==> src/hw/shd_pkg.sv <==
// Package: types and constants of the shared memory home directory
package shd_pkg;
    localparam int ID_W = 8;
    localparam int ADDR_W = 32;
    localparam int DATA_W = 64;
    localparam int ENTRIES = 4;
    localparam int ENT_W = 2;
    localparam int GRAN_W = 4;
    localparam int GRANULES = 16;
    localparam int OP_W = 4;
    localparam int DIR_W = 2;
    localparam int LRESP_W = 2;
    // Packet kinds, requests and responses share one code space
    localparam logic [OP_W-1:0] OP_NONE = 4'h0;
    localparam logic [OP_W-1:0] OP_IO_READ_HOME = 4'h1;
    localparam logic [OP_W-1:0] OP_IO_READ_OWNER = 4'h2;
    localparam logic [OP_W-1:0] OP_READ_HOME = 4'h3;
    localparam logic [OP_W-1:0] OP_READ_OWNER = 4'h4;
    localparam logic [OP_W-1:0] OP_DONE = 4'h8;
    localparam logic [OP_W-1:0] OP_DONE_INTERVENTION = 4'h9;
    localparam logic [OP_W-1:0] OP_DATA_ONLY = 4'hA;
    localparam logic [OP_W-1:0] OP_INTERVENTION = 4'hB;
    localparam logic [OP_W-1:0] OP_NOT_OWNER = 4'hC;
    localparam logic [OP_W-1:0] OP_RETRY = 4'hD;
    // Directory states
    localparam logic [DIR_W-1:0] DIR_LOCAL_MODIFIED = 2'h0;
    localparam logic [DIR_W-1:0] DIR_LOCAL_SHARED = 2'h1;
    localparam logic [DIR_W-1:0] DIR_SHARED = 2'h2;
    localparam logic [DIR_W-1:0] DIR_REMOTE_MODIFIED = 2'h3;
    // Local cache answers
    localparam logic [LRESP_W-1:0] LRESP_PENDING = 2'h0;
    localparam logic [LRESP_W-1:0] LRESP_MODIFIED = 2'h1;
    localparam logic [LRESP_W-1:0] LRESP_INVALID = 2'h2;
    // Error causes
    localparam logic [2:0] ERR_NONE = 3'h0;
    localparam logic [2:0] ERR_BAD_OP = 3'h1;
    localparam logic [2:0] ERR_BAD_RESP = 3'h2;
    localparam logic [2:0] ERR_PARADOX = 3'h3;
    localparam logic [2:0] ERR_BAD_LRESP = 3'h4;
    localparam logic [2:0] ERR_BAD_DIR = 3'h5;
    localparam logic [ID_W-1:0] OWN_ID_DEFAULT = 8'h01;
    // Directory map loaded by reset: dirty-local and remote-owned granules
    localparam logic [GRANULES-1:0] RST_LOCAL_DIRTY = 16'h000F;
    localparam logic [GRANULES-1:0] RST_REMOTE_OWNED = 16'hF000;
    localparam logic [ID_W-1:0] RST_OWNER_ID = 8'h20;
    typedef enum logic [5:0] {
        SHD_IDLE = 6'b000001,
        SHD_LOCAL = 6'b000010,
        SHD_SEND1 = 6'b000100,
        SHD_SEND2 = 6'b001000,
        SHD_WAIT_OWNER = 6'b010000,
        SHD_OWNER_ASK = 6'b100000
    } shd_state_type;
endpackage

==> src/hw/shd_home.sv <==
// Home directory for coherent and I/O reads; owner logic for I/O reads only
`timescale 1ns/10ps
module shd_home
    import shd_pkg::*;
(
    input wire logic CLK,
    input wire logic RESETN,
    input wire logic [shd_pkg::ID_W-1:0] OWN_IDENTIFIER,
    input wire logic IN_VALID,
    output logic IN_READY,
    input wire logic [shd_pkg::OP_W-1:0] IN_OP,
    input wire logic [shd_pkg::ID_W-1:0] IN_SRC,
    input wire logic [shd_pkg::ID_W-1:0] IN_SEC,
    input wire logic [shd_pkg::GRAN_W-1:0] IN_GRAN,
    input wire logic [shd_pkg::DATA_W-1:0] IN_DATA,
    input wire logic IN_COLLIDE,
    output logic COLL_VALID,
    output logic [shd_pkg::OP_W-1:0] COLL_OP,
    output logic [shd_pkg::ID_W-1:0] COLL_SRC,
    output logic [shd_pkg::GRAN_W-1:0] COLL_GRAN,
    output logic OUT_VALID,
    input wire logic OUT_READY,
    output logic [shd_pkg::OP_W-1:0] OUT_OP,
    output logic [shd_pkg::ID_W-1:0] OUT_DEST,
    output logic [shd_pkg::ID_W-1:0] OUT_SEC,
    output logic OUT_HAS_DATA,
    output logic [shd_pkg::DATA_W-1:0] OUT_DATA,
    output logic LOC_REQ,
    input wire logic LOC_DONE,
    input wire logic [shd_pkg::LRESP_W-1:0] LOC_RESP,
    input wire logic [shd_pkg::DATA_W-1:0] LOC_DATA,
    output logic ERR_PULSE,
    output logic [2:0] ERR_CODE
);
    import shd_pkg::*;

    // ------------------------------------------------------------
    // Directory, memory and entry table
    // ------------------------------------------------------------
    logic [DIR_W-1:0] dir_state [GRANULES];
    logic [ID_W-1:0] dir_owner [GRANULES];
    logic [DATA_W-1:0] mem [GRANULES];
    logic [ENTRIES-1:0] ent_busy;
    logic [OP_W-1:0] ent_op [ENTRIES];
    logic [ID_W-1:0] ent_src [ENTRIES];
    logic [ID_W-1:0] ent_sec [ENTRIES];
    logic [GRAN_W-1:0] ent_gran [ENTRIES];
    shd_state_type state;
    logic [ENT_W-1:0] cur;
    logic [OP_W-1:0] op2;
    logic [ID_W-1:0] dest2;
    logic [DATA_W-1:0] data2;
    logic has2;
    logic [ENT_W-1:0] free_idx;
    logic free_any;
    logic is_req;
    logic is_resp;
    logic [ENT_W-1:0] match_idx;
    logic match_any;

    always_comb begin
        free_idx = '0;
        free_any = 1'b0;
        match_idx = '0;
        match_any = 1'b0;
        for (int i = ENTRIES - 1; i >= 0; i--) begin
            if (!ent_busy[i]) begin
                free_idx = ENT_W'(i);
                free_any = 1'b1;
            end
            if (ent_busy[i] && ent_gran[i] == IN_GRAN && ent_op[i] != OP_IO_READ_OWNER) begin
                match_idx = ENT_W'(i);
                match_any = 1'b1;
            end
        end
    end

    // A coherent read to the owner (OP_READ_OWNER) is never taken as a request here
    assign is_req = IN_OP == OP_IO_READ_HOME || IN_OP == OP_IO_READ_OWNER
        || IN_OP == OP_READ_HOME;
    assign is_resp = IN_OP == OP_INTERVENTION || IN_OP == OP_NOT_OWNER || IN_OP == OP_RETRY;
    // Requests wait for a free entry; collisions and responses pass freely
    assign IN_READY = state == SHD_IDLE && (IN_COLLIDE || !is_req || free_any);

    logic take;
    assign take = IN_VALID && IN_READY;

    // ------------------------------------------------------------
    // Collision hand-off
    // ------------------------------------------------------------
    always_ff @(posedge CLK) begin
        if (!RESETN) begin
            COLL_VALID <= 1'b0;
            COLL_OP <= OP_NONE;
            COLL_SRC <= '0;
            COLL_GRAN <= '0;
        end else begin
            COLL_VALID <= take && IN_COLLIDE;
            COLL_OP <= IN_OP;
            COLL_SRC <= IN_SRC;
            COLL_GRAN <= IN_GRAN;
        end
    end

    assign LOC_REQ = state == SHD_LOCAL || state == SHD_OWNER_ASK;

    // ------------------------------------------------------------
    // Main sequencer
    // ------------------------------------------------------------
    always_ff @(posedge CLK) begin
        if (!RESETN) begin
            state <= SHD_IDLE;
            cur <= '0;
            ent_busy <= '0;
            OUT_VALID <= 1'b0;
            OUT_OP <= OP_NONE;
            OUT_DEST <= '0;
            OUT_SEC <= '0;
            OUT_HAS_DATA <= 1'b0;
            OUT_DATA <= '0;
            op2 <= OP_NONE;
            dest2 <= '0;
            data2 <= '0;
            has2 <= 1'b0;
            ERR_PULSE <= 1'b0;
            ERR_CODE <= ERR_NONE;
            // Fixed map so every directory state is reachable after reset
            for (int g = 0; g < GRANULES; g++) begin
                dir_state[g] <= RST_REMOTE_OWNED[g] ? DIR_REMOTE_MODIFIED
                    : RST_LOCAL_DIRTY[g] ? DIR_LOCAL_MODIFIED : DIR_LOCAL_SHARED;
                dir_owner[g] <= RST_REMOTE_OWNED[g] ? RST_OWNER_ID : '0;
                mem[g] <= '0;
            end
            for (int e = 0; e < ENTRIES; e++) begin
                ent_op[e] <= OP_NONE;
                ent_src[e] <= '0;
                ent_sec[e] <= '0;
                ent_gran[e] <= '0;
            end
        end else begin
            ERR_PULSE <= 1'b0;
            if (OUT_VALID && OUT_READY) begin
                OUT_VALID <= 1'b0;
            end
            case (state)
                SHD_IDLE: begin
                    if (take && !IN_COLLIDE && is_req) begin
                        cur <= free_idx;
                        ent_busy[free_idx] <= 1'b1;
                        ent_op[free_idx] <= IN_OP;
                        ent_src[free_idx] <= IN_SRC;
                        ent_sec[free_idx] <= IN_SEC;
                        ent_gran[free_idx] <= IN_GRAN;
                        OUT_SEC <= '0;
                        OUT_DATA <= mem[IN_GRAN];
                        OUT_DEST <= IN_SRC;
                        if (IN_OP == OP_IO_READ_OWNER) begin
                            state <= SHD_OWNER_ASK;
                        end else begin
                            case (dir_state[IN_GRAN])
                                DIR_LOCAL_MODIFIED: begin
                                    state <= SHD_LOCAL;
                                end
                                DIR_LOCAL_SHARED, DIR_SHARED: begin
                                    if (IN_OP == OP_READ_HOME) begin
                                        dir_state[IN_GRAN] <= DIR_SHARED;
                                    end
                                    OUT_VALID <= 1'b1;
                                    OUT_OP <= OP_DONE;
                                    OUT_HAS_DATA <= 1'b1;
                                    ent_busy[free_idx] <= 1'b0;
                                    state <= SHD_SEND1;
                                    has2 <= 1'b0;
                                end
                                default: begin
                                    if (IN_OP == OP_READ_HOME && dir_owner[IN_GRAN] == IN_SRC) begin
                                        ERR_PULSE <= 1'b1;
                                        ERR_CODE <= ERR_PARADOX;
                                        ent_busy[free_idx] <= 1'b0;
                                    end else begin
                                        OUT_VALID <= 1'b1;
                                        OUT_OP <= IN_OP == OP_READ_HOME ? OP_READ_OWNER
                                            : OP_IO_READ_OWNER;
                                        OUT_DEST <= dir_owner[IN_GRAN];
                                        OUT_SEC <= IN_SRC;
                                        OUT_HAS_DATA <= 1'b0;
                                        has2 <= 1'b0;
                                        state <= SHD_SEND1;
                                    end
                                end
                            endcase
                        end
                    end else if (take && !IN_COLLIDE && is_resp) begin
                        if (!match_any) begin
                            ERR_PULSE <= 1'b1;
                            ERR_CODE <= ERR_BAD_RESP;
                        end else begin
                            cur <= match_idx;
                            OUT_VALID <= 1'b1;
                            OUT_SEC <= '0;
                            state <= SHD_SEND1;
                            if (IN_OP == OP_INTERVENTION) begin
                                mem[IN_GRAN] <= IN_DATA;
                                if (ent_op[match_idx] == OP_READ_HOME) begin
                                    dir_state[IN_GRAN] <= DIR_SHARED;
                                end else begin
                                    dir_state[IN_GRAN] <= DIR_LOCAL_SHARED;
                                end
                                OUT_OP <= OP_DONE_INTERVENTION;
                                OUT_DEST <= ent_src[match_idx];
                                OUT_HAS_DATA <= 1'b0;
                                has2 <= 1'b0;
                                ent_busy[match_idx] <= 1'b0;
                            end else if (dir_state[IN_GRAN] == DIR_REMOTE_MODIFIED) begin
                                OUT_OP <= ent_op[match_idx] == OP_READ_HOME ? OP_READ_OWNER
                                    : OP_IO_READ_OWNER;
                                OUT_DEST <= IN_SRC;
                                OUT_SEC <= OWN_IDENTIFIER;
                                OUT_HAS_DATA <= 1'b0;
                                has2 <= 1'b0;
                            end else begin
                                if (ent_op[match_idx] == OP_READ_HOME) begin
                                    dir_state[IN_GRAN] <= DIR_SHARED;
                                end
                                OUT_OP <= OP_DATA_ONLY;
                                OUT_DEST <= ent_src[match_idx];
                                OUT_HAS_DATA <= 1'b1;
                                OUT_DATA <= mem[IN_GRAN];
                                has2 <= 1'b1;
                                op2 <= OP_DONE_INTERVENTION;
                                dest2 <= ent_src[match_idx];
                                ent_busy[match_idx] <= 1'b0;
                            end
                        end
                    end else if (take && !IN_COLLIDE && IN_OP != OP_NONE) begin
                        ERR_PULSE <= 1'b1;
                        ERR_CODE <= ERR_BAD_OP;
                    end
                end
                SHD_LOCAL: begin
                    if (LOC_DONE) begin
                        // Push has landed; memory now holds the newest copy
                        mem[ent_gran[cur]] <= LOC_DATA;
                        OUT_DATA <= LOC_DATA;
                        if (ent_op[cur] == OP_READ_HOME) begin
                            dir_state[ent_gran[cur]] <= DIR_SHARED;
                        end
                        OUT_VALID <= 1'b1;
                        OUT_OP <= OP_DONE;
                        OUT_HAS_DATA <= 1'b1;
                        has2 <= 1'b0;
                        ent_busy[cur] <= 1'b0;
                        state <= SHD_SEND1;
                    end
                end
                SHD_OWNER_ASK: begin
                    if (LOC_DONE && LOC_RESP != LRESP_PENDING) begin
                        OUT_VALID <= 1'b1;
                        OUT_SEC <= '0;
                        ent_busy[cur] <= 1'b0;
                        state <= SHD_SEND1;
                        OUT_DEST <= ent_src[cur];
                        OUT_DATA <= LOC_DATA;
                        has2 <= 1'b0;
                        if (LOC_RESP == LRESP_MODIFIED && ent_sec[cur] == ent_src[cur]) begin
                            OUT_OP <= OP_INTERVENTION;
                            OUT_HAS_DATA <= 1'b1;
                        end else if (LOC_RESP == LRESP_MODIFIED) begin
                            OUT_OP <= OP_DATA_ONLY;
                            OUT_DEST <= ent_sec[cur];
                            OUT_HAS_DATA <= 1'b1;
                            has2 <= 1'b1;
                            op2 <= OP_INTERVENTION;
                            dest2 <= ent_src[cur];
                        end else if (LOC_RESP == LRESP_INVALID) begin
                            OUT_OP <= OP_NOT_OWNER;
                            OUT_HAS_DATA <= 1'b0;
                        end else begin
                            OUT_VALID <= 1'b0;
                            ERR_PULSE <= 1'b1;
                            ERR_CODE <= ERR_BAD_LRESP;
                            state <= SHD_IDLE;
                        end
                    end
                end
                SHD_SEND1: begin
                    if (OUT_READY) begin
                        if (has2) begin
                            OUT_VALID <= 1'b1;
                            OUT_OP <= op2;
                            OUT_DEST <= dest2;
                            OUT_HAS_DATA <= 1'b0;
                            state <= SHD_SEND2;
                        end else begin
                            state <= SHD_IDLE;
                        end
                    end
                end
                SHD_SEND2: begin
                    if (OUT_READY) begin
                        state <= SHD_IDLE;
                    end
                end
                default: begin
                    state <= SHD_IDLE;
                end
            endcase
        end
    end

    // ------------------------------------------------------------
    // Checks
    // ------------------------------------------------------------
    a_local_done_answer: assert property (@(posedge CLK) disable iff (!RESETN)
        state == SHD_LOCAL && LOC_DONE |=> OUT_VALID && OUT_OP == OP_DONE && OUT_HAS_DATA)
        else $error("local read did not answer with DONE and data");
    a_owner_invalid: assert property (@(posedge CLK) disable iff (!RESETN)
        state == SHD_OWNER_ASK && LOC_DONE && LOC_RESP == LRESP_INVALID
        |=> OUT_OP == OP_NOT_OWNER && !ent_busy[$past(cur)])
        else $error("invalid cache answer did not give NOT_OWNER");
    a_split_second: assert property (@(posedge CLK) disable iff (!RESETN)
        state == SHD_SEND1 && has2 && OUT_OP == OP_DATA_ONLY && OUT_READY
        |=> OUT_VALID && state == SHD_SEND2)
        else $error("second packet missing after DATA_ONLY");
    a_no_full_take: assert property (@(posedge CLK) disable iff (!RESETN)
        &ent_busy && IN_VALID && is_req && !IN_COLLIDE |-> !IN_READY)
        else $error("request taken with no free entry");
    a_collide_pass: assert property (@(posedge CLK) disable iff (!RESETN)
        take && IN_COLLIDE |=> COLL_VALID && state == SHD_IDLE)
        else $error("colliding request not handed off");
    a_paradox_flag: assert property (@(posedge CLK) disable iff (!RESETN)
        take && !IN_COLLIDE && IN_OP == OP_READ_HOME
        && dir_state[IN_GRAN] == DIR_REMOTE_MODIFIED && dir_owner[IN_GRAN] == IN_SRC
        |=> ERR_PULSE && ERR_CODE == ERR_PARADOX)
        else $error("cache paradox not flagged");
    a_interv_write: assert property (@(posedge CLK) disable iff (!RESETN)
        take && !IN_COLLIDE && IN_OP == OP_INTERVENTION && match_any
        |=> OUT_OP == OP_DONE_INTERVENTION ##0 mem[$past(IN_GRAN)] == $past(IN_DATA))
        else $error("intervention did not update memory");
    a_unknown_resp: assert property (@(posedge CLK) disable iff (!RESETN)
        take && !IN_COLLIDE && is_resp && !match_any |=> ERR_PULSE)
        else $error("stray response not reported");
endmodule

==> config.mk <==
export PLATFORM = sky130hd
export DESIGN_NAME = shd_home
export DESIGN_NICKNAME = d
export VERILOG_FILES = /design/src/hw/shd_pkg.sv /design/src/hw/shd_home.sv
export SDC_FILE = /design/constraint.sdc
export NUM_CORES = 2
export LEC_CHECK = 0
export BUFFER_PORTS_ARGS = -buffer_cell sky130_fd_sc_hd__clkbuf_2
export CAP_MARGIN = 10
export CORE_ASPECT_RATIO = 1.5
export CORE_UTILIZATION = 51
export DETAILED_ROUTE_END_ITERATION = 6
export HOLD_SLACK_MARGIN = 0.03
export PLACE_DENSITY = 0.68
export SLEW_MARGIN = 5
export SYNTH_ARGS = -nofsm -noshare
export SYNTH_HDL_FRONTEND = slang
export SYNTH_SLANG_ARGS = --single-unit
export TNS_END_PERCENT = 20
==> constraint.sdc <==
create_clock -name CLK -period 6.5 [get_ports CLK]
set_input_delay 1.3 -clock CLK [delete_from_list [all_inputs] [get_ports CLK]]
set_output_delay 1.3 -clock CLK [all_outputs]
set_load 0.005 [all_outputs]
==> flow_summary.yaml <==
status:
  status: "finished, final reports clean"
routing:
  route.vias.total: 36191
  wire_per_inst_um: 28.4
  drtIter0Drc: 4009
  avgViaCountPerCell: 6.26
  route.detailed.drc: 0
  finalWirelength_um: 164000
  ant_nets: 0
  firstDrtPassIters: 6
pwr:
  p_sw_mw: 4.88
  combPwrFrac_pct: 12.5
  p_total_mw: 19.2
  seqPwrFrac_pct: 50.8
  p_per_area_nw_per_um2: 296
  intPower_mw: 14.3
  ir_drop_mv: 0.241
  switching_share_pct: 25.4
  leakagePower_nw: 23.9
  pwr-share-clk_pct: 36.7
yosys:
  synthMostInstantiatedCell: "nor2_1"
  ys_seq_elements: 1295
  synthTopCellsByArea: "edfxtp_1, mux4_2, nor2_1"
  synth.avg_cell_area_um2: 14.2
  ys_seq_area_share_pct: 65.2
  synth_top_cell_area_share_pct: 60.2
  yosysTopAreaCell: "edfxtp_1"
  synth_cell_types: 94
  async_reset_ff_share_pct: 0
  yosys_most_used_dff: "edfxtp_1"
  synthCells: 4047
  synth_common_cells: "nor2_1, edfxtp_1, mux4_2"
  synth_edf_count: 1152
  yosys_warnings: 0
  synth.cell_area_um2: 57500
hold_path:
  worstHoldPathType: "reg2reg"
  hp-start: "op2[0]"
  holdPathEnd: "op2[0]"
  worstHoldPathCells: 2
placed_design:
  gp_congestion: 0.907
  port_buffers: 276
  dp_hpwl_um: 97200
sta:
  timing.final.crit_share_pct: 69.5
  period_needed_ps: 4520
  rsz0062_at_grt: "no"
  drv_slew: 0
  fin_skew_ps: 34.0
  whs_ps: 450
  clock.fmax_mhz: 221
  finalSetupViolCount: 0
  fin_setup_tns_ps: 0
  slew_headroom_pct: 23.0
  finalHoldViolCount: 0
  worst_pin_slew_ps: 1130
layout:
  drive_gt1_share_pct: 24.4
  fill_cells: 8627
  fin_nets: 4409
  register_area_um2: 37500
  final_util_pct: 58.0
  multi_input_area_um2: 18700
  syn_to_final_growth_pct: 12.6
worst_setup_path:
  required_ps: 6920
  critPathMaxStageDelay_ps: 820
  crit_family: "simple AND/OR/NAND/NOR gates"
  cp_num_buf_inv: 3
  cp.arrival_ps: 4940
  critPathLaunchType: "flop"
  worst_setup_path_end_kind: "flop"
  r2r_slack_ps: 1980
  critPathSlowestCell: "nor4_1"
  rr_startpoint: "state[5]"
  crit_chain: "nor4_1, and4_4, buf_4, nand2_1, o21ai_1, buf_4, nand2_4, nand2_4, buf_12"
  reg2reg_to: "mem[6][0]"
  r2r_cells: 9
  crit_type: "reg2reg"
  cp_max_fo: 34
die:
  die_y_um: 413
  fp.coreArea_um2: 112000
  die_w_um: 276
  start_util_pct: 51.5
  dieArea_um2: 114000
  io_pins: 277
  rows: 150
grt:
  overflow: 0
  grt_max_degree: 125
  antenna_found_initial: 2
  grt_pass1_wl_um: 240000
  grt_pass1_vias: 36606
  grt_usage_pct: 29.0
clock_tree:
  htreeDepth: 3
  clock-root-buffer: "clkbuf_16"
  clockBufferDepth: 3
  clk_pin_slew_ps: 60
  post_cts_resized: 0
  cts_tree: "done"
  insertion_delay_ps: 760
  postCtsSetupBuffers: 0
  cts_hold_buf: 0
  cts_sinks: 1295
  cts_buffers: 116
flow_run:
  drv_cap: 0
-- worst register-to-register path: stages (launching register included) --
cell and delay [ps]:
dfxtp_1 370, nor4_1 820, and4_4 570, buf_4 730, nand2_1 240, o21ai_1 190, buf_4 210, nand2_4 170
nand2_4 570, buf_12 330
-- through the flow --
stage / cells / cell area, um^2 / setup WS [ps]
after global placement: 5558 / 60800 / 1340
after CTS: 5780 / 64700 / 2040
after global routing: 5783 / 64800 / 1800
final: 5783 / 64800 / 1980
after floorplan: 4054 / 57500 / 1300
after detailed placement: 5559 / 60800 / 1300
-- cell families (layout without fill, tap and decap cells) --
logic type / count (synthesis) / in the layout / share of synthesized area, %
other: 1 / 9 / 0.00652
flip-flops: 1295 / 1295 / 65.2
multiplexers: 503 / 503 / 16.4
buffers and inverters: 389 / 673 / 2.93
adder cells (fa/ha/maj): 6 / 6 / 0.131
AND/OR/NAND/NOR: 1544 / 1544 / 11.2
AO/OA/AOI/OAI: 285 / 285 / 3.73
XOR/XNOR: 24 / 24 / 0.379
-- sequential cells by signal (all words and copies together) (netlist names), 3 cells and up, named ones only --
signal     flops
COLL_SRC       8
COLL_GRAN      4
dir_owner     12
ERR_CODE       3
ent_sec       32
state          5
OUT_DATA      64
OUT_OP         4
OUT_SEC        8
dir_state     32
dest2          8
ent_op        16
ent_gran      16
COLL_OP        4
ent_src       32
OUT_DEST       8
mem         1024
-- power by group through the flow --
stage / combinational (mW) / sequential, mW / clock (mW)
2_1_floorplan: 1.43 / 9.88 / 0
3_3_place_gp: 2.37 / 9.90 / 0
3_5_place_dp: 2.40 / 9.93 / 0
4_1_cts: 2.41 / 9.75 / 7.10
5_1_grt: 2.58 / 9.80 / 7.38
6_report: 2.40 / 9.75 / 7.04
-- worst max path at each step --
stage               cells after the start       start               to  slack [ps]
floorplan                              12  IN_GRAN[1]       mem[14][0]        1300
global placement                        7  IN_GRAN[0]  dir_state[0][1]        1340
detailed placement                      7  IN_GRAN[0]  dir_state[4][1]        1300
CTS                                     9    state[5]        mem[6][0]        2040
global route                            7  IN_GRAN[0]  dir_state[4][0]        1800
finish                                  9    state[5]        mem[6][0]        1980
-- routing by layer --
layer / global-route usage (%) / wire length, um / up-vias
met2: 52.4 / 86400 / 1971
met5: 0 / 20 / -
met4: 15.5 / 8870 / 2
met3: 3.95 / 13500 / 461
li1: - / - / 15426
met1: 33.5 / 55200 / 18331
-- cells in the final DEF (no fill, tap or decap), drive strengths merged, types with 9 or more instances in the layout --
cell / Yosys / final
a211oi: 71 / 71
nand2b: 16 / 16
or3: 18 / 18
xnor2: 17 / 17
nand2: 121 / 121
o221ai: 9 / 9
a22oi: 12 / 12
mux2i: 146 / 146
a21oi: 17 / 17
dfxtp: 143 / 143
buf: 163 / 154
clkinv: 0 / 48
clkbuf: 200 / 425
edfxtp: 1152 / 1152
o21ai: 64 / 64
nand3: 20 / 20
nor2: 1184 / 1184
a221oi: 9 / 9
bufinv: 0 / 11
nor3: 32 / 32
a31oi: 30 / 30
mux4: 353 / 353
a21o: 9 / 9
and3: 51 / 51
and2: 51 / 51
inv: 26 / 30
-- final cells by class --
type                    count  share of cell area, %
diodes                      1                0.00386
clock buffers             153                   4.85
clock inverters            68                   1.14
inverters                  26                  0.162
multi-input cells        2370                   28.9
flip-flops and latches   1295                   57.8
well taps                1444                   2.79
repair buffers            426                   4.30
No activity file was read; power rests on OpenSTA's default activity.
